### src/rtl/fml_map.svh
`ifndef FML_MAP_SVH
`define FML_MAP_SVH

// Register offsets on the plain register port
`define FML_REG_CMD     8'h00
`define FML_REG_ARG     8'h04
`define FML_REG_STATUS  8'h08
`define FML_REG_OPT     8'h0c
`define FML_REG_DESC    8'h10
`define FML_REG_UID0    8'h14
`define FML_REG_CAL     8'h24

// Status register bit positions
`define FML_ST_BUSY     0
`define FML_ST_DONE     1
`define FML_ST_ABORT    2
`define FML_ST_ERR      3
`define FML_ST_SECURE   4
`define FML_ST_FAST     5

// Option bit positions and power-up value
`define FML_OPT_SECURE  0
`define FML_OPT_BOOT    1
`define FML_OPT_SWAP    2
`define FML_OPT_RST     3'h0

// Memory map
`define FML_ROM_BASE    32'h0080_0000
`define FML_FLASH_BASE  32'h0040_0000
`define FML_BANK_SIZE   32'h0010_0000
`define FML_SRAM_BASE   32'h2000_0000
`define FML_BB_BASE     32'h2200_0000
`define FML_BB_LAST     32'h23ff_ffff

// Flash geometry
`define FML_PAGE_BYTES  32'h0000_0200
`define FML_SECT_BYTES  32'h0001_0000
`define FML_SMALL_BYTES 32'h0000_2000
`define FML_LOCK_BYTES  32'h0000_2000
`define FML_BLOCK_BYTES 32'h0000_1000
`define FML_BANKS       32'h0000_0002

// Wipe pin timing
`define FML_CLK_KHZ     10000
`define FML_WIPE_IGN_MS 100
`define FML_WIPE_MS     220
`define FML_WIPE_CYC    (`FML_WIPE_MS * `FML_CLK_KHZ + 1)

`endif

### src/rtl/fml_pkg.sv
package fml_pkg;

    // Decoded bus target
    typedef enum logic [2:0] {
        TGT_NONE, TGT_ROM, TGT_FLASH0, TGT_FLASH1, TGT_SRAM, TGT_BITBAND
    } fml_target_t;

    // Commands, shared by software and the fast programming port
    typedef enum logic [3:0] {
        CMD_NOP, CMD_READ_FLASH, CMD_WRITE_PAGE, CMD_ERASE_PAGE,
        CMD_PAGE_WIPE_THEN_WRITE, CMD_PAGE_WIPE_WRITE_LOCK, CMD_ERASE_4K,
        CMD_ERASE_SECTOR, CMD_ERASE_CHIP, CMD_SET_LOCK, CMD_CLR_LOCK,
        CMD_SET_OPT, CMD_CLR_OPT, CMD_READ_SIG, CMD_WRITE_SIG, CMD_ERASE_SIG
    } fml_cmd_t;

    // Command engine states
    typedef enum logic [1:0] {ST_IDLE, ST_EXEC, ST_WIPE} fml_state_t;

endpackage : fml_pkg

### src/rtl/fml_wipe_filter.sv
`timescale 1ns/100ps
`include "fml_map.svh"
// Fires one pulse once the wipe pin has been high for TRIG_CYC cycles
module fml_wipe_filter #(
    parameter int TRIG_CYC = `FML_WIPE_CYC
) (
    input  wire logic clk,
    input  wire logic rst,
    input  wire logic pin,
    output logic      fire
);
    logic [22:0] cnt_r;   // Cycles the pin has stayed high
    logic [22:0] cnt_nxt;
    logic        fire_r;  // Wipe trigger pulse
    logic        fire_nxt;

    // Short highs fall back to zero, so glitches never fire
    always_comb begin
        cnt_nxt  = cnt_r;
        fire_nxt = 1'b0;
        if (!pin) begin
            cnt_nxt = '0;
        end else if (cnt_r < 23'(TRIG_CYC)) begin
            cnt_nxt  = cnt_r + 23'h1;
            fire_nxt = (cnt_nxt == 23'(TRIG_CYC));
        end
    end

    always_ff @(posedge clk or posedge rst) begin
        if (rst) begin
            cnt_r  <= '0;
            fire_r <= 1'b0;
        end else begin
            cnt_r  <= cnt_nxt;
            fire_r <= fire_nxt;
        end
    end

    assign fire = fire_r;
endmodule : fml_wipe_filter

### src/rtl/fml_lock_bank.sv
`timescale 1ns/100ps
// Per-region lock bits of both banks
module fml_lock_bank #(
    parameter int NREG = 256
) (
    input  wire logic       clk,
    input  wire logic       rst,
    // Updates
    input  wire logic       set_en,
    input  wire logic       clr_en,
    input  wire logic       clr_all,
    input  wire logic [7:0] idx,
    // Queries
    input  wire logic       qry_sector,
    output logic            locked,
    output logic            any_locked
);
    logic [NREG-1:0] bits_r;   // One bit per 8 KB region
    logic [NREG-1:0] bits_nxt;
    logic [7:0]      base;     // First region of the 64 KB sector

    // Clear-all wins over single updates
    always_comb begin
        bits_nxt = bits_r;
        if (clr_all) begin
            bits_nxt = '0;
        end else if (set_en) begin
            bits_nxt[idx] = 1'b1;
        end else if (clr_en) begin
            bits_nxt[idx] = 1'b0;
        end
    end

    // Sector queries cover every region the erase touches
    always_comb begin
        base   = {idx[7:3], 3'h0};
        locked = bits_r[idx];
        if (qry_sector && !(idx[6:3] == 4'h0 && idx[2:1] == 2'h0)) begin
            if (idx[6:3] == 4'h0) begin
                locked = |bits_r[base+8'h2 +: 6];
            end else begin
                locked = |bits_r[base +: 8];
            end
        end
        any_locked = |bits_r;
    end

    always_ff @(posedge clk or posedge rst) begin
        if (rst) begin
            bits_r <= '0;
        end else begin
            bits_r <= bits_nxt;
        end
    end
endmodule : fml_lock_bank

### src/rtl/fml_top.sv
`timescale 1ns/100ps
`include "fml_map.svh"
module fml_top #(
    parameter int          WIPE_CYC = `FML_WIPE_CYC,
    parameter logic [127:0] UID     = 128'h0123_4567_89ab_cdef_0011_2233_4455_6677, // Arbitrary
    parameter logic [31:0] CAL      = 32'h0000_5a5a // Arbitrary
) (
    // Clock and reset
    input  wire logic        SYS_CLK,
    input  wire logic        RESET,
    // Register port
    input  wire logic [7:0]  REG_ADDR,
    input  wire logic [31:0] REG_WDATA,
    input  wire logic        REG_WR,
    input  wire logic        REG_RD,
    output logic      [31:0] REG_RDATA,
    // System bus decode
    input  wire logic        BUS_VALID,
    input  wire logic [31:0] BUS_ADDR,
    output logic             DEC_VALID,
    output logic      [2:0]  DEC_TARGET,
    output logic      [19:0] DEC_OFFSET,
    output logic      [2:0]  DEC_BIT,
    // Flash array operations
    output logic             ARR_REQ,
    output logic      [3:0]  ARR_OP,
    output logic      [20:0] ARR_ADDR,
    input  wire logic        ARR_DONE,
    // Pins
    input  wire logic        WIPE_PIN,
    input  wire logic        TEST_MODE_PIN,
    input  wire logic        PORT_A_LINE_ZERO,
    input  wire logic        PORT_A_LINE_ONE,
    // Fast programming port
    input  wire logic        FP_CMD_VALID,
    input  wire logic [3:0]  FP_CMD,
    input  wire logic [20:0] FP_ADDR,
    output logic             FP_ACCEPT,
    output logic             FP_REFUSED,
    // Debug probe gate
    input  wire logic        DBG_REQ,
    output logic             DBG_GRANT,
    output logic             DBG_DENY,
    // Status outputs
    output logic             LOCK_ABORT_IRQ,
    output logic             SECURE,
    output logic             BOOT_FROM_FLASH,
    output logic             BANK_SWAP,
    output logic             FAST_PROG_MODE
);
    fml_pkg::fml_state_t  state_r, state_nxt;   // Command engine state
    fml_pkg::fml_cmd_t    cmd_r, cmd_nxt;       // Command in flight
    logic [20:0]          arg_r, arg_nxt;       // Command address / index
    logic [2:0]           opt_r = `FML_OPT_RST, opt_nxt; // Nonvolatile option bits
    logic                 done_r, done_nxt;     // Sticky: command done
    logic                 abort_r, abort_nxt;   // Sticky: lock abort
    logic                 err_r, err_nxt;       // Sticky: bad command
    logic                 req_r, req_nxt;       // Array request pulse
    logic                 fpa_r, fpa_nxt;       // Fast port accept pulse
    logic                 fpr_r, fpr_nxt;       // Fast port refuse pulse
    logic                 sampled_r;            // Remap already sampled
    logic                 boot_r, swap_r;       // Remap held until reset
    logic                 fast_r;               // Fast programming mode
    logic                 grant_r, deny_r;      // Debug gate answers
    logic [31:0]          rdata_r, rdata_nxt;   // Read data
    logic                 dv_r;                 // Decode valid
    fml_pkg::fml_target_t tgt_r, tgt_nxt;       // Decoded target
    logic [19:0]          off_r, off_nxt;       // Decoded offset
    logic [2:0]           bit_r, bit_nxt;       // Bit-band bit number
    // Command sources and lock bank hooks
    logic                 wipe;
    logic                 sw_go, fp_go, go;
    fml_pkg::fml_cmd_t    go_cmd;
    logic [20:0]          go_arg;
    logic                 lk_set, lk_clr, lk_all, lk_sector;
    logic [7:0]           lk_idx;
    logic                 lk_hit, lk_any;

    // True when the bank offset lies in an 8 KB subsector
    function automatic logic in_small(input logic [19:0] off);
        return off < 20'(`FML_SMALL_BYTES * 2);
    endfunction : in_small

    // Which physical bank answers at a given flash slot
    function automatic fml_pkg::fml_target_t bank_at(input logic slot, input logic swp);
        return (slot ^ swp) ? fml_pkg::TGT_FLASH1 : fml_pkg::TGT_FLASH0;
    endfunction : bank_at

    fml_wipe_filter #(
        .TRIG_CYC (WIPE_CYC)
    ) u_wipe (
        .clk  (SYS_CLK),
        .rst  (RESET),
        .pin  (WIPE_PIN),
        .fire (wipe)
    );

    fml_lock_bank u_lock (
        .clk        (SYS_CLK),
        .rst        (RESET),
        .set_en     (lk_set),
        .clr_en     (lk_clr),
        .clr_all    (lk_all),
        .idx        (lk_idx),
        .qry_sector (lk_sector),
        .locked     (lk_hit),
        .any_locked (lk_any)
    );

    // Software wins the engine; a clashing fast port command is refused
    always_comb begin
        sw_go  = REG_WR && REG_ADDR == `FML_REG_CMD;
        fp_go  = FP_CMD_VALID && fast_r && !opt_r[`FML_OPT_SECURE]
                 && state_r == fml_pkg::ST_IDLE && !sw_go && !wipe;
        go     = (sw_go || fp_go) && state_r == fml_pkg::ST_IDLE && !wipe;
        go_cmd = sw_go ? fml_pkg::fml_cmd_t'(REG_WDATA[3:0])
                       : fml_pkg::fml_cmd_t'(FP_CMD);
        go_arg = sw_go ? arg_r : FP_ADDR;
        lk_idx    = go ? {go_arg[20], go_arg[19:13]} : {arg_r[20], arg_r[19:13]};
        lk_sector = go_cmd == fml_pkg::CMD_ERASE_SECTOR;
    end

    // Command engine
    always_comb begin
        state_nxt = state_r;
        cmd_nxt   = cmd_r;
        arg_nxt   = arg_r;
        opt_nxt   = opt_r;
        done_nxt  = done_r;
        abort_nxt = abort_r;
        err_nxt   = err_r;
        req_nxt   = 1'b0;
        fpa_nxt   = fp_go;
        fpr_nxt   = FP_CMD_VALID && !fp_go;
        lk_set    = 1'b0;
        lk_clr    = 1'b0;
        lk_all    = 1'b0;
        // Reading status clears sticky flags; a new event set below wins
        if (REG_RD && REG_ADDR == `FML_REG_STATUS) begin
            done_nxt  = 1'b0;
            abort_nxt = 1'b0;
            err_nxt   = 1'b0;
        end
        if (REG_WR && REG_ADDR == `FML_REG_ARG) begin
            arg_nxt = REG_WDATA[20:0];
        end
        case (state_r)
            fml_pkg::ST_IDLE: begin
                if (wipe) begin
                    lk_all    = 1'b1;
                    opt_nxt[`FML_OPT_BOOT] = 1'b0;
                    opt_nxt[`FML_OPT_SWAP] = 1'b0;
                    cmd_nxt   = fml_pkg::CMD_ERASE_CHIP; // Signature excluded
                    req_nxt   = 1'b1;
                    state_nxt = fml_pkg::ST_WIPE;
                end else if (go) begin
                    cmd_nxt = go_cmd;
                    arg_nxt = go_arg;
                    case (go_cmd)
                        fml_pkg::CMD_NOP: begin
                            done_nxt = 1'b1;
                        end
                        fml_pkg::CMD_SET_LOCK: begin
                            lk_set   = 1'b1;
                            done_nxt = 1'b1;
                        end
                        fml_pkg::CMD_CLR_LOCK: begin
                            lk_clr   = 1'b1;
                            done_nxt = 1'b1;
                        end
                        fml_pkg::CMD_SET_OPT: begin
                            if (go_arg[1:0] == 2'h3) begin
                                err_nxt = 1'b1;
                            end else begin
                                opt_nxt[go_arg[1:0]] = 1'b1;
                                done_nxt = 1'b1;
                            end
                        end
                        fml_pkg::CMD_CLR_OPT: begin
                            // Security bit can only be cleared by the wipe
                            if (go_arg[1:0] == 2'h3 || go_arg[1:0] == 2'h0) begin
                                err_nxt = 1'b1;
                            end else begin
                                opt_nxt[go_arg[1:0]] = 1'b0;
                                done_nxt = 1'b1;
                            end
                        end
                        fml_pkg::CMD_READ_FLASH, fml_pkg::CMD_READ_SIG,
                        fml_pkg::CMD_WRITE_SIG, fml_pkg::CMD_ERASE_SIG: begin
                            // Signature page reached only by its own modes
                            req_nxt   = 1'b1;
                            state_nxt = fml_pkg::ST_EXEC;
                        end
                        fml_pkg::CMD_ERASE_CHIP: begin
                            if (lk_any) begin
                                abort_nxt = 1'b1;
                            end else begin
                                req_nxt   = 1'b1; // Array fills with ones
                                state_nxt = fml_pkg::ST_EXEC;
                            end
                        end
                        default: begin
                            // Program and region erases
                            if (lk_hit) begin
                                abort_nxt = 1'b1;
                            end else if ((go_cmd == fml_pkg::CMD_ERASE_PAGE
                                    || go_cmd == fml_pkg::CMD_PAGE_WIPE_THEN_WRITE
                                    || go_cmd == fml_pkg::CMD_PAGE_WIPE_WRITE_LOCK)
                                    && !in_small(go_arg[19:0])) begin
                                err_nxt = 1'b1;
                            end else begin
                                req_nxt   = 1'b1;
                                state_nxt = fml_pkg::ST_EXEC;
                            end
                        end
                    endcase
                end else if (sw_go) begin
                    err_nxt = 1'b1;
                end
            end
            fml_pkg::ST_EXEC: begin
                if (sw_go) begin
                    err_nxt = 1'b1;
                end
                if (ARR_DONE) begin
                    done_nxt  = 1'b1;
                    lk_set    = cmd_r == fml_pkg::CMD_PAGE_WIPE_WRITE_LOCK;
                    state_nxt = fml_pkg::ST_IDLE;
                end
            end
            fml_pkg::ST_WIPE: begin
                if (sw_go) begin
                    err_nxt = 1'b1;
                end
                if (ARR_DONE) begin
                    opt_nxt[`FML_OPT_SECURE] = 1'b0;
                    done_nxt  = 1'b1;
                    state_nxt = fml_pkg::ST_IDLE;
                end
            end
            default: begin
                state_nxt = fml_pkg::ST_IDLE;
            end
        endcase
    end

    // Register reads; identifier and calibration are constants
    always_comb begin
        rdata_nxt = 32'h0;
        if (REG_RD) begin
            case (REG_ADDR)
                `FML_REG_ARG:    rdata_nxt = {11'h0, arg_r};
                `FML_REG_STATUS: rdata_nxt = {26'h0, fast_r,
                                  opt_r[`FML_OPT_SECURE], err_r, abort_r, done_r,
                                  state_r != fml_pkg::ST_IDLE};
                `FML_REG_OPT:    rdata_nxt = {29'h0, opt_r};
                `FML_REG_DESC: begin
                    case (arg_r[2:0])
                        3'h0:    rdata_nxt = `FML_BANKS;
                        3'h1:    rdata_nxt = `FML_BANK_SIZE;
                        3'h2:    rdata_nxt = `FML_SECT_BYTES;
                        3'h3:    rdata_nxt = `FML_SMALL_BYTES;
                        3'h4:    rdata_nxt = `FML_PAGE_BYTES;
                        3'h5:    rdata_nxt = `FML_LOCK_BYTES;
                        3'h6:    rdata_nxt = `FML_BLOCK_BYTES;
                        default: rdata_nxt = 32'h0;
                    endcase
                end
                8'h14:       rdata_nxt = UID[31:0];
                8'h18:       rdata_nxt = UID[63:32];
                8'h1c:       rdata_nxt = UID[95:64];
                8'h20:       rdata_nxt = UID[127:96];
                `FML_REG_CAL: rdata_nxt = CAL;
                default:     rdata_nxt = 32'h0;
            endcase
        end
    end

    // Address decode against the remap held since reset release
    always_comb begin
        tgt_nxt = fml_pkg::TGT_NONE;
        off_nxt = BUS_ADDR[19:0];
        bit_nxt = 3'h0;
        if (BUS_ADDR < `FML_FLASH_BASE) begin
            // Fetch starts at zero: ROM or first flash slot
            tgt_nxt = boot_r ? bank_at(1'b0, swap_r) : fml_pkg::TGT_ROM;
        end else if (BUS_ADDR < `FML_FLASH_BASE + 2 * `FML_BANK_SIZE) begin
            tgt_nxt = bank_at(BUS_ADDR[20], swap_r);
        end else if (BUS_ADDR[31:20] == `FML_ROM_BASE >> 20) begin
            tgt_nxt = fml_pkg::TGT_ROM;
        end else if (BUS_ADDR[31:20] == `FML_SRAM_BASE >> 20) begin
            tgt_nxt = fml_pkg::TGT_SRAM;
        end else if (BUS_ADDR >= `FML_BB_BASE && BUS_ADDR <= `FML_BB_LAST) begin
            // Each alias word maps to one SRAM bit
            tgt_nxt = fml_pkg::TGT_BITBAND;
            off_nxt = BUS_ADDR[24:5];
            bit_nxt = BUS_ADDR[4:2];
        end
    end

    // Command engine, sticky flag, pulse and read data registers
    always_ff @(posedge SYS_CLK or posedge RESET) begin
        if (RESET) begin
            state_r <= fml_pkg::ST_IDLE;
            cmd_r   <= fml_pkg::CMD_NOP;
            arg_r   <= '0;
            done_r  <= 1'b0;
            abort_r <= 1'b0;
            err_r   <= 1'b0;
            req_r   <= 1'b0;
            fpa_r   <= 1'b0;
            fpr_r   <= 1'b0;
            rdata_r <= '0;
        end else begin
            state_r <= state_nxt;
            cmd_r   <= cmd_nxt;
            arg_r   <= arg_nxt;
            done_r  <= done_nxt;
            abort_r <= abort_nxt;
            err_r   <= err_nxt;
            req_r   <= req_nxt;
            fpa_r   <= fpa_nxt;
            fpr_r   <= fpr_nxt;
            rdata_r <= rdata_nxt;
        end
    end

    // Option bits ride through RESET, else a remap could never take effect
    always_ff @(posedge SYS_CLK) begin
        opt_r <= opt_nxt;
    end

    // Remap, mode pins, debug gate and decode registers
    always_ff @(posedge SYS_CLK or posedge RESET) begin
        if (RESET) begin
            sampled_r <= 1'b0;
            boot_r    <= 1'b0;
            swap_r    <= 1'b0;
            fast_r    <= 1'b0;
            grant_r   <= 1'b0;
            deny_r    <= 1'b0;
            dv_r      <= 1'b0;
            tgt_r     <= fml_pkg::TGT_NONE;
            off_r     <= '0;
            bit_r     <= '0;
        end else begin
            sampled_r <= 1'b1;
            if (!sampled_r) begin
                boot_r <= opt_r[`FML_OPT_BOOT];
                swap_r <= opt_r[`FML_OPT_SWAP];
            end
            fast_r  <= !TEST_MODE_PIN && !PORT_A_LINE_ZERO && !PORT_A_LINE_ONE;
            grant_r <= DBG_REQ && !opt_r[`FML_OPT_SECURE];
            deny_r  <= DBG_REQ && opt_r[`FML_OPT_SECURE];
            dv_r    <= BUS_VALID;
            tgt_r   <= tgt_nxt;
            off_r   <= off_nxt;
            bit_r   <= bit_nxt;
        end
    end

    // Outputs straight from flops
    assign REG_RDATA       = rdata_r;
    assign DEC_VALID       = dv_r;
    assign DEC_TARGET      = tgt_r;
    assign DEC_OFFSET      = off_r;
    assign DEC_BIT         = bit_r;
    assign ARR_REQ         = req_r;
    assign ARR_OP          = cmd_r;
    assign ARR_ADDR        = arg_r;
    assign FP_ACCEPT       = fpa_r;
    assign FP_REFUSED      = fpr_r;
    assign DBG_GRANT       = grant_r;
    assign DBG_DENY        = deny_r;
    assign LOCK_ABORT_IRQ  = abort_r;
    assign SECURE          = opt_r[`FML_OPT_SECURE];
    assign BOOT_FROM_FLASH = boot_r;
    assign BANK_SWAP       = swap_r;
    assign FAST_PROG_MODE  = fast_r;
endmodule : fml_top

### config.mk
export PLATFORM = sky130hd
export DESIGN_NAME = fml_top
export DESIGN_NICKNAME = d
export VERILOG_FILES = /design/src/rtl/fml_pkg.sv /design/src/rtl/fml_wipe_filter.sv /design/src/rtl/fml_lock_bank.sv /design/src/rtl/fml_top.sv
export VERILOG_INCLUDE_DIRS = /design/src /design/src/rtl
export SDC_FILE = /design/constraint.sdc
export NUM_CORES = 1
export LEC_CHECK = 0
export BUFFER_PORTS_ARGS = -buffer_cell sky130_fd_sc_hd__buf_2
export CAP_MARGIN = 20
export CORE_MARGIN = 2
export CORE_UTILIZATION = 35
export CTS_CLUSTER_SIZE = 20
export DETAILED_ROUTE_END_ITERATION = 16
export SLEW_MARGIN = 25
export SYNTH_ARGS = -nofsm -noshare
export SYNTH_HDL_FRONTEND = slang
export SYNTH_SLANG_ARGS = --single-unit
### constraint.sdc
create_clock -name SYS_CLK -period 11.8 [get_ports SYS_CLK]
set_clock_uncertainty 0.1 [all_clocks]
set_input_delay 1.18 -clock SYS_CLK [delete_from_list [all_inputs] [get_ports SYS_CLK]]
set_output_delay 1.18 -clock SYS_CLK [all_outputs]
set_load 0.01 [all_outputs]
Word level (Yosys, flattened, before mapping). Index checks and enable logic that the tools add are counted.

$add $sub $neg: 2. Order comparisons: 10. Equal/unequal tests: 50. Shift-type cells: 2. Mux-type cells: 103. Bitwise gates (word level): 7. Reduce and logical (&&, ||, !) cells: 60.

Operators by type and width (number): $mux W256 (3); $pmux W32 S9 (1); $and A256 B256 Y256 (1); $not A256 Y256 (1); $or A256 B256 Y256 (1); $reduce_or A256 Y1 (1); $shiftx A256 B9 Y6 (1); $shiftx A256 B9 Y8 (1); $pmux W21 S6 (1); $mux W21 (5); $mux W20 (5); $lt A32 B23 Y1 const B (2); $mux W1 (47); $mux W23 (2); $mux W3 (13); $eq A4 B4 Y1 const B (8); $eq A8 B5 Y1 const B (4); $ge A32 B30 Y1 const B (1); $le A32 B30 Y1 const B (1); $mux W32 (1); $add A23 B1 Y23 const B (1); $eq A23 B22 Y1 const B (1); $lt A23 B22 Y1 const B (1); $logic_and A1 B1 Y1 (21); other kinds (60) (110).

Flip-flop bits (word level): 381. Word-level logic and storage cells: 259.

Depth between registers and ports, before layout. Gate-level depths: netlist (run 1).

Word-level depth: 19. Mapped depth: 18. Gate-level depth less buffers: 15.

Cells and area by module. A second synthesis (run 1) with hierarchy kept.

Cell total of the unflattened synthesis: 2316. Area total of the unflattened synthesis: 20911.3 µm².

Modules (own cells, without submodules): fml_lock_bank (times used 1, cells each 1590, area an instance 14197.4 µm², seq. area each 6406.1 µm²); fml_top (times used 1, cells each 531, area an instance 5013.6 µm², seq. area each 2342.2 µm²); fml_wipe_filter (times used 1, cells each 195, area an instance 1700.4 µm², seq. area each 600.6 µm²).

Worst setup path before layout (run 1). OpenSTA, ideal clock, no wires.

Path kind: input-to-reg. From: input port REG_ADDR[3]. To: register u_lock.bits_r[221]. Arrival time: 4155 ps. Required time: 11622 ps. Slack: 7467 ps. Cell stages on the path: 13. Path buffers: 4. Cell sequence: buf_2 > nor4_4 > and3_1 > buf_6 > buf_8 > mux2i_1 > inv_1 > o41ai_2 > nand3_1 > nor2_1 > clkbuf_1 > nand2_1 > a21oi_1.

Longest elaborated chain between the ends: 18. Elaborated cells between the ends (all ways): 33. Classes of those cells: 2 x order compare; 2 x eq/ne; 16 x mux; 3 x bitwise; 10 x reduce/logical.

Ends and longest elaborated chain: start, declared (RTL line fml_top.sv:12) `input wire logic [7:0] REG_ADDR,`; $logic_not A8 Y1 (no line) (*); $logic_and A1 B1 Y1 (no line) (*); $logic_not A1 Y1 (RTL line fml_top.sv:114) `&& state_r == fml_pkg::ST_IDLE && !sw_go && !wipe;`; $logic_and A1 B1 Y1 (2 in a row) (RTL line fml_top.sv:113) `` fp_go = FP_CMD_VALID && fast_r && !opt_r[`FML_OPT_SECURE] ``; $logic_or A1 B1 Y1 (RTL line fml_top.sv:115) `go = (sw_go || fp_go) && state_r == fml_pkg::ST_IDLE && !wipe;`; $logic_and A1 B1 Y1 (2 in a row) (RTL line fml_top.sv:115); $mux W8 (RTL line fml_top.sv:119) `lk_idx = go ? {go_arg[20], go_arg[19:13]} : {arg_r[20], arg_r[19:13]};`; $lt A8 B9 Y1 (not written as such) / $ge A8 B1 Y1 (equally long branches) (RTL line fml_lock_bank.sv:28, fml_lock_bank.sv:30); $logic_and A1 B1 Y1 (not written as such) (RTL line fml_lock_bank.sv:28, fml_lock_bank.sv:30); $mux W1 (not written as such) (RTL line fml_lock_bank.sv:28, fml_lock_bank.sv:30); $demux W1 S8; $not A256 Y256 (no line); $and A256 B256 Y256 (no line); $mux W256 (RTL line fml_lock_bank.sv:29) `end else if (clr_en) begin`; $mux W256 (RTL line fml_lock_bank.sv:27) `end else if (set_en) begin`; $mux W256 (RTL line fml_lock_bank.sv:25) `if (clr_all) begin`; end signal, assigned (RTL line fml_lock_bank.sv:52) `bits_r <= bits_nxt;`; end, declared (RTL line fml_lock_bank.sv:18) `logic [NREG-1:0] bits_r;`.

Every way passes the cells marked *; elsewhere a longest branch is shown, timed or not. The select of a mux whose other input is x is not followed. A chain may end at the register's enable or synchronous reset.

Worst setup path in the final report (run 1).
From: register state_r[0]. To: register abort_r, in the netlist LOCK_ABORT_IRQ.

Longest elaborated chain between the ends: 18. Elaborated cells between the ends (all ways): 27. Classes of those cells: 1 x add/sub; 2 x shift; 10 x mux; 14 x reduce/logical.

Ends and longest elaborated chain: start, declared (RTL line fml_top.sv:51) `fml_pkg::fml_state_t state_r, state_nxt;`; start signal, assigned (RTL line fml_top.sv:304) `state_r <= fml_pkg::ST_IDLE;`; start signal, assigned (RTL line fml_top.sv:315) `state_r <= state_nxt;`; $logic_not A2 Y1 (*) (RTL line fml_top.sv:114, fml_top.sv:115, fml_top.sv:147); $logic_and A1 B1 Y1 (3 in a row) (RTL line fml_top.sv:113); $logic_or A1 B1 Y1 (RTL line fml_top.sv:115); $logic_and A1 B1 Y1 (2 in a row) (RTL line fml_top.sv:115); $mux W8 (RTL line fml_top.sv:119); $add A8 B2 Y8 (tied with other cells) (RTL line fml_lock_bank.sv:40) `locked = |bits_r[base+8'h2 +: 6];`; $shiftx A256 B9 Y6 / $logic_and A1 B1 Y1 (equally long branches) (RTL line fml_lock_bank.sv:40, fml_lock_bank.sv:38); $reduce_or A6 Y1 / $logic_not A1 Y1 (equally long branches) (RTL line fml_lock_bank.sv:40, fml_lock_bank.sv:38); $mux W1 / $logic_and A1 B1 Y1 (equally long branches) (RTL line fml_lock_bank.sv:39, fml_lock_bank.sv:38); $mux W1 (RTL line fml_lock_bank.sv:38) `if (qry_sector && !(idx[6:3] == 4'h0 && idx[2:1] == 2'h0)) begin`; $mux W1 (RTL line fml_top.sv:204) `if (lk_hit) begin`; $pmux W1 S2 (RTL line fml_top.sv:159) `case (go_cmd)`; $mux W1 (RTL line fml_top.sv:156) `end else if (go) begin`; $mux W1 (RTL line fml_top.sv:149) `if (wipe) begin`; $mux W1 (*) (RTL line fml_top.sv:147) `case (state_r)`; net abort_nxt (RTL line fml_top.sv:56) `logic abort_r, abort_nxt;`; end signal, assigned (RTL line fml_top.sv:319) `abort_r <= abort_nxt;`; end, declared (RTL line fml_top.sv:56).

The timed path passes the listed nets; every way through them passes the cells marked *. The select of a mux whose other input is x is not followed.

==> qor.yml, run 1 <==
routing:
  drt_iter0_markers: 3143
  post_drt_via_cell_ratio: 6.31
  wire_per_inst_um: 25.9
  routed_wl_um: 89300
  antenna_left: 0
  vias: 21743
  drc: 0
  dr.pass1.iters: 8
finish:
  multi_input_area_um2: 10700
  seqCellArea_um2: 9350
  drive_gt1_share_pct: 15.8
  instances_no_fill: 3446
  layout.nets: 2753
  syn2layout_area_growth_pct: 15.3
  fill_cells: 5831
worst_setup_path:
  path_max_fanout: 45
  rrSetupSlack_ns: 5.24
  worstSetupStartpoint: "state_r[0]"
  r2r_start: "state_r[0]"
  crit_type: "register to register"
  r2r_cells: 15
  arrival_ns: 6.95
  r2r-end: "LOCK_ABORT_IRQ"
  cp.required_ns: 12.19
  end_kind: "register"
  worst_setup_path_start_kind: "register"
sta:
  rsz0062_at_grt: "no"
  period_needed_ns: 6.56
  finalHoldViolations: 0
  final_max_slew_viol_count: 0
  worst_slew_pin_slew_ns: 1.23
  setup_tns_ns: 0
  setup_viol: 0
  max_slew_margin_pct: 18.0
  max_freq_ghz: 0.152
  fin_crit_sh_pct: 55.6
  whs_ns: 0.430
synthesis:
  ys_ff_latch: 373
  synth-edff-count: 3
  synth_cell_types: 96
  seq_area_frac_synth_pct: 44.6
  avgSynthCellArea_um2: 8.27
  syn_inst: 2539
  async_flop_share_pct: 99.2
  yosysWarnings: 0
  syn_area_um2: 21000
  synth_ff_type: "dfrtp_1"
global_routing:
  grt_max_degree: 107
  grtUsageMet2_pct: 42.1
  grt_pass1_vias: 20915
  gr-usage-met1_pct: 36.2
  antenna_found_initial: 4
  top_usage_layer: "met2"
  met3_usage_pct: 7.88
  grt.overflow.total: 0
  track_usage_pct: 28.0
  grt_pass1_wl_um: 133000
placed_design:
  gp_congestion: 0.996
  port_buffers: 188
  placed_cells: 3359
  dp_hpwl_um: 57900
floorplan:
  ios: 203
  dieWidth_um: 249
  core_area_um2: 59100
  die_h_um: 249
  initial_utilization_pct: 35.5
  dieArea_um2: 61900
  row_count: 89
min_path:
  min_from: "err_r"
  hold_class: "register to register"
  whs_path_depth: 2
  min_to: "REG_RDATA[3]"
pwr:
  cellLeakagePower_nw: 10.2
  vdd_ir_drop_max_uv: 107
  power.density_nw_per_um2: 178
run_status:
  outcome: "finished, final reports clean"
cts:
  postCtsSetupBuffers: 0
  clkSinkCount: 373
  root_buffer: "clkbuf_16"
  worstSkewPairLatency_ns: 0.61
  cts_buffer_depth: 3
  htreeDepth: 2
  cts_tree: "done"
  cts_resized: 0
  numCtsBuffers: 45
  holdBufCountCts: 0
  clk_pin_slew_ns: 0.06
flow_run:
  max-cap-violations: 0
-- cells by family (layout without fill, tap and decap cells) --
kind of cell,Yosys count,in the layout,synth area share (%)
compound gates,837,837,23.6
xor+xnor,25,25,1.04
fa+ha+maj,11,11,0.644
buf+inv,239,369,4.88
flops,373,373,44.6
mux,61,61,3.25
other cells,2,6,0.0358
simple gates,991,991,22.0
-- synth_stat cells, drive strengths merged, types with 12 or more instances --
cell type	number	area, µm²
a211oi	26	195
a21oi	302	1510
a222oi	13	130
a311oi	17	161
a31oi	23	144
a32oi	21	184
and2	36	228
and3	35	224
buf	58	343
clkbuf	143	539
dfrtp	370	9260
inv	38	143
mux2	27	304
mux2i	31	310
nand2	489	1840
nand3	88	465
nand4	38	238
nor2	143	547
nor3	40	210
nor4	62	424
o21ai	320	1630
o22ai	13	81.3
o311ai	13	114
or3	12	75.1
xnor2	19	166
-- power breakdown --
part,internal [mW],switching (mW)
registers,1.33,0.0702
logic,0.375,1.06
clock network,0.873,0.598
total,2.58,1.73
-- critical path: stages, from the launching register on --
cell	delay, ns
dfrtp_1	0.41
inv_1	0.12
ha_1	0.55
nand4b_1	0.24
nor2_2	0.21
nand3_4	0.61
nand2_4	0.83
buf_4	0.61
mux2_1	0.38
o2111ai_1	0.38
o31ai_1	0.28
a2111oi_2	0.40
nand4_1	0.18
o31ai_2	0.64
o21ai_1	0.18
a22o_1	0.20
-- layer usage --
layer / vias up / wire [µm]
met5: - / 43
met4: 6 / 5570
met3: 338 / 10400
met2: 1430 / 38600
met1: 10609 / 34700
li1: 9360 / -
-- stage by stage --
step,power (mW),area [µm²],setup slack [ns],utilization [%]
after detailed placement,2.79,22500,5.10,38.1
after global placement,2.77,22500,5.18,38.0
after floorplan,2.26,21000,0.246,-
after CTS,4.26,24100,5.53,40.7
after global routing,4.44,24200,5.15,40.9
final,4.31,24200,5.24,40.9
-- sequential cells by signal (all words and copies together) (netlist names), 2 cells and up --
name           flops
DEC_OFFSET        20
DEC_BIT            3
u_lock.bits_r    256
ARR_ADDR          21
opt_r              3
ARR_OP             4
state_r            2
u_wipe.cnt_r      23
REG_RDATA         24
DEC_TARGET         3
-- final cells by class --
| cell class | count | area share [%] |
|---|---|---|
| sequential | 373 | 38.6 |
| inverter | 38 | 0.621 |
| antenna | 2 | 0.0207 |
| timing repair buffer | 247 | 5.88 |
| clock inverter | 19 | 0.983 |
| clock buffer | 65 | 5.47 |
| tap | 773 | 4.00 |
| multi-input combinational | 1929 | 44.4 |
-- cell usage in the layout (no fill, tap or decap), drive strengths merged, types with 31 or more instances in the layout --
| cell type | count |
|---|---|
| nor3 | 40 |
| clkbuf | 65 |
| mux2i | 31 |
| and3 | 35 |
| o21ai | 320 |
| nor2 | 143 |
| inv | 40 |
| and2 | 36 |
| buf | 247 |
| nor4 | 62 |
| a21oi | 302 |
| dfrtp | 370 |
| nand3 | 88 |
| nand4 | 38 |
| nand2 | 489 |
-- worst max-delay path by stage --
stage                          end  slack [ns]  depth (start not counted)
floorplan              ARR_ADDR[0]        0.25                          1
global placement        state_r[1]        5.18                         16
detailed placement      state_r[1]        5.10                         16
CTS                     state_r[1]        5.53                         15
global route        LOCK_ABORT_IRQ        5.15                         15
finish              LOCK_ABORT_IRQ        5.24                         15
Power figures use the tool's default switching activity.
==> run 2, diff against run 1 <==
Clock period 11.8 ns to 6.67 ns, I/O delays scaled along.
==> run 2 against run 1 <==
  * Sequential share of layout area down 0.11 points
  * Hold slack worse by 0.32 ns
  * Total power grew 74%
  * Flip-flop and latch count unchanged
  * Via count is 0.39% higher
  * Sequential power rose by 78%
  * Core utilization rose by 0.12 points
  * Critical path type unchanged
==> qor.yml, run 2 (synthesis results as in run 1) <==
run_status:
  outcome: "finished, final reports clean"
worst_setup_path:
  rrSetupSlack_ns: 1.24  # -4.00 ns
  end_kind: "register"
  cp_slowest_stage_delay_ns: 0.69  # -0.14 ns
  r2r_start: "state_r[0]"
  arrival_ns: 5.80  # -1.15 ns
  r2r-end: "ARR_REQ"
  cp.required_ns: 7.04  # -5.15 ns
  path_cells: "inv_1 -> ha_1 -> nand4b_1 -> nor2_2 -> nand2_2 -> inv_2 -> mux2_2 -> nor4_1 -> a21oi_1 -> and4b_1 -> nand4_1 -> o31ai_2 -> nor2_1 -> o41ai_2"
  slowest_stage: "mux2_2"
  r2r_cells: 14  # -1
  crit_type: "register to register"
  path_max_fanout: 21  # -53%
  worst_setup_path_start_kind: "register"
pwr:
  vdd_ir_drop_max_uv: 236  # +120%
  power.density_nw_per_um2: 310  # +74%
  p_total_mw: 7.51  # +74%
  cellLeakagePower_nw: 10.3  # +0.71%
sta:
  setup_tns_ns: 0  # unchanged
  setup_viol: 0  # unchanged
  period_needed_ns: 5.43  # -1.13 ns
  final_max_slew_viol_count: 0  # unchanged
  max_slew_margin_pct: 18.9  # +0.83 points
  fin_crit_sh_pct: 81.4  # +26 points
  worst_slew_pin_slew_ns: 1.21  # -0.0124 ns
  finalHoldViolations: 0  # unchanged
  layout_setup_ws_ns: 1.24  # -4.00 ns
  max_freq_ghz: 0.184  # +21%
  rsz0062_at_grt: "no"
  whs_ns: 0.111  # -0.319 ns
placed_design:
  dp_hpwl_um: 57600  # -0.42%
  gp_congestion: 1.00  # +0.54%
  port_buffers: 188  # unchanged
  place_area_um2: 22700  # +0.88%
  post-place-ws_ns: 0.874  # -4.23 ns
floorplan:
  die_h_um: 249  # unchanged
  row_count: 89  # unchanged
  dieArea_um2: 61900  # unchanged
  ios: 203  # unchanged
  core_area_um2: 59100  # unchanged
  initial_utilization_pct: 35.5  # unchanged
  dieWidth_um: 249  # unchanged
cts:
  worstSkewPairLatency_ns: 0.60  # about the same
  root_buffer: "clkbuf_16"
  postCtsSetupBuffers: 0  # unchanged
  cts_buffer_depth: 3  # unchanged
  clk_pin_slew_ns: 0.06  # about the same
  cts_tree: "done"
  numCtsBuffers: 44  # -2.2%
  clkSinkCount: 373  # unchanged
  holdBufCountCts: 1  # +1
  cts_resized: 0  # unchanged
  htreeDepth: 2  # unchanged
global_routing:
  grt_pass1_vias: 21017  # +0.49%
  grt_pass1_wl_um: 133000  # -0.38%
  antenna_found_initial: 5  # +1
  grt_max_degree: 246  # +130%
  track_usage_pct: 27.9  # -0.10 points
  grt.overflow.total: 0  # unchanged
routing:
  drt_iter0_markers: 2936  # -6.6%
  antenna_left: 0  # unchanged
  vias: 21827  # +0.39%
  routed_wl_um: 89200  # -0.21%
  post_drt_via_cell_ratio: 6.29  # -0.25%
  wire_per_inst_um: 25.7  # -0.84%
  drc: 0  # unchanged
  dr.pass1.iters: 7  # -1
min_path:
  hold_class: "primary input to register"
  whs_path_depth: 1  # -1
  min_to: "DEC_VALID"
  min_from: "BUS_VALID"
flow_run:
  max-cap-violations: 0  # unchanged
finish:
  drive_gt1_share_pct: 15.8  # +0.037 points
  design_area_um2: 24300  # +0.29%
  layout.nets: 2778  # +0.91%
  layout_commonest_cell: "nand2_1"
  fill_cells: 5819  # -0.21%
  regMostFlops: "u_lock.bits_r"
  final_cell_mix: "nand2_1, dfrtp_1, o21ai_0"
  largest_reg_flops: 256  # unchanged
  syn2layout_area_growth_pct: 15.6
## run 2: cell types whose count changed in the layout (fill, tap and decap cells not counted), sizes merged
cell         delta
clkbuf          +1
bufinv          -3
inv             -2
buf            +25
dlygate4sd3     +1
diode           +3
clkinv          -3
## run 2: critical path, delay by kind of cell, from the launching register on
kind	cells	cell delay, ns
multiplexers	1	0.69
AO/OA/AOI/OAI	3	1.27
flip-flops	1	0.41
buffers and inverters	2	0.52
AND/OR/NAND/NOR	7	2.09
adder cells (fa/ha/maj)	1	0.19
## run 2: report_power, final
group	internal (mW)	leakage, nW	total, mW	switching (mW)
registers	2.36	5.07	2.49	0.126
logic	0.715	4.51	2.61	1.90
clock network	1.41	0.707	2.41	1.01
total	4.48	10.3	7.51	3.03
## run 2: layout make-up
cell class                      instances  area [µm²]  area share, %
Multi-Input combinational cell       1929       10700           44.0
Sequential cell                       373        9350           38.5
Tap cell                              773         967           3.99
Clock inverter                         11        95.1          0.392
Antenna cell                            5        12.5         0.0516
Clock buffer                           66        1330           5.47
Inverter                               38         146          0.603
Timing Repair Buffer                  273        1680           6.92
## run 2: how the worst max path moves through the flow
stage	start	endpoint	slack, ns	cells after the start
3_5_place_dp	REG_ADDR[5]	u_lock.bits_r[179]	0.87	11
6_report	state_r[0]	ARR_REQ	1.24	14
2_1_floorplan	RESET	ARR_ADDR[0]	0.94	1
5_1_grt	REG_ADDR[5]	u_lock.bits_r[179]	1.05	11
4_1_cts	REG_ADDR[5]	u_lock.bits_r[179]	1.47	11
3_3_place_gp	REG_ADDR[5]	u_lock.bits_r[109]	1.09	11
## run 2: routing by layer
metal | up-vias | wire, µm | global-route usage (%)
met5 | - | 25 | 0
met2 | 1444 | 38700 | 42.4
met3 | 331 | 10300 | 7.83
li1 | 9411 | - | -
met1 | 10637 | 34600 | 35.5
met4 | 4 | 5430 | 16.0
## run 2: stage by stage
step / util [%] / cells
global placement: 38.4 / 3382
finish: 41.0 / 3468
floorplan: - / 2541
CTS: 40.9 / 3460
global route: 41.0 / 3465
detailed placement: 38.4 / 3382
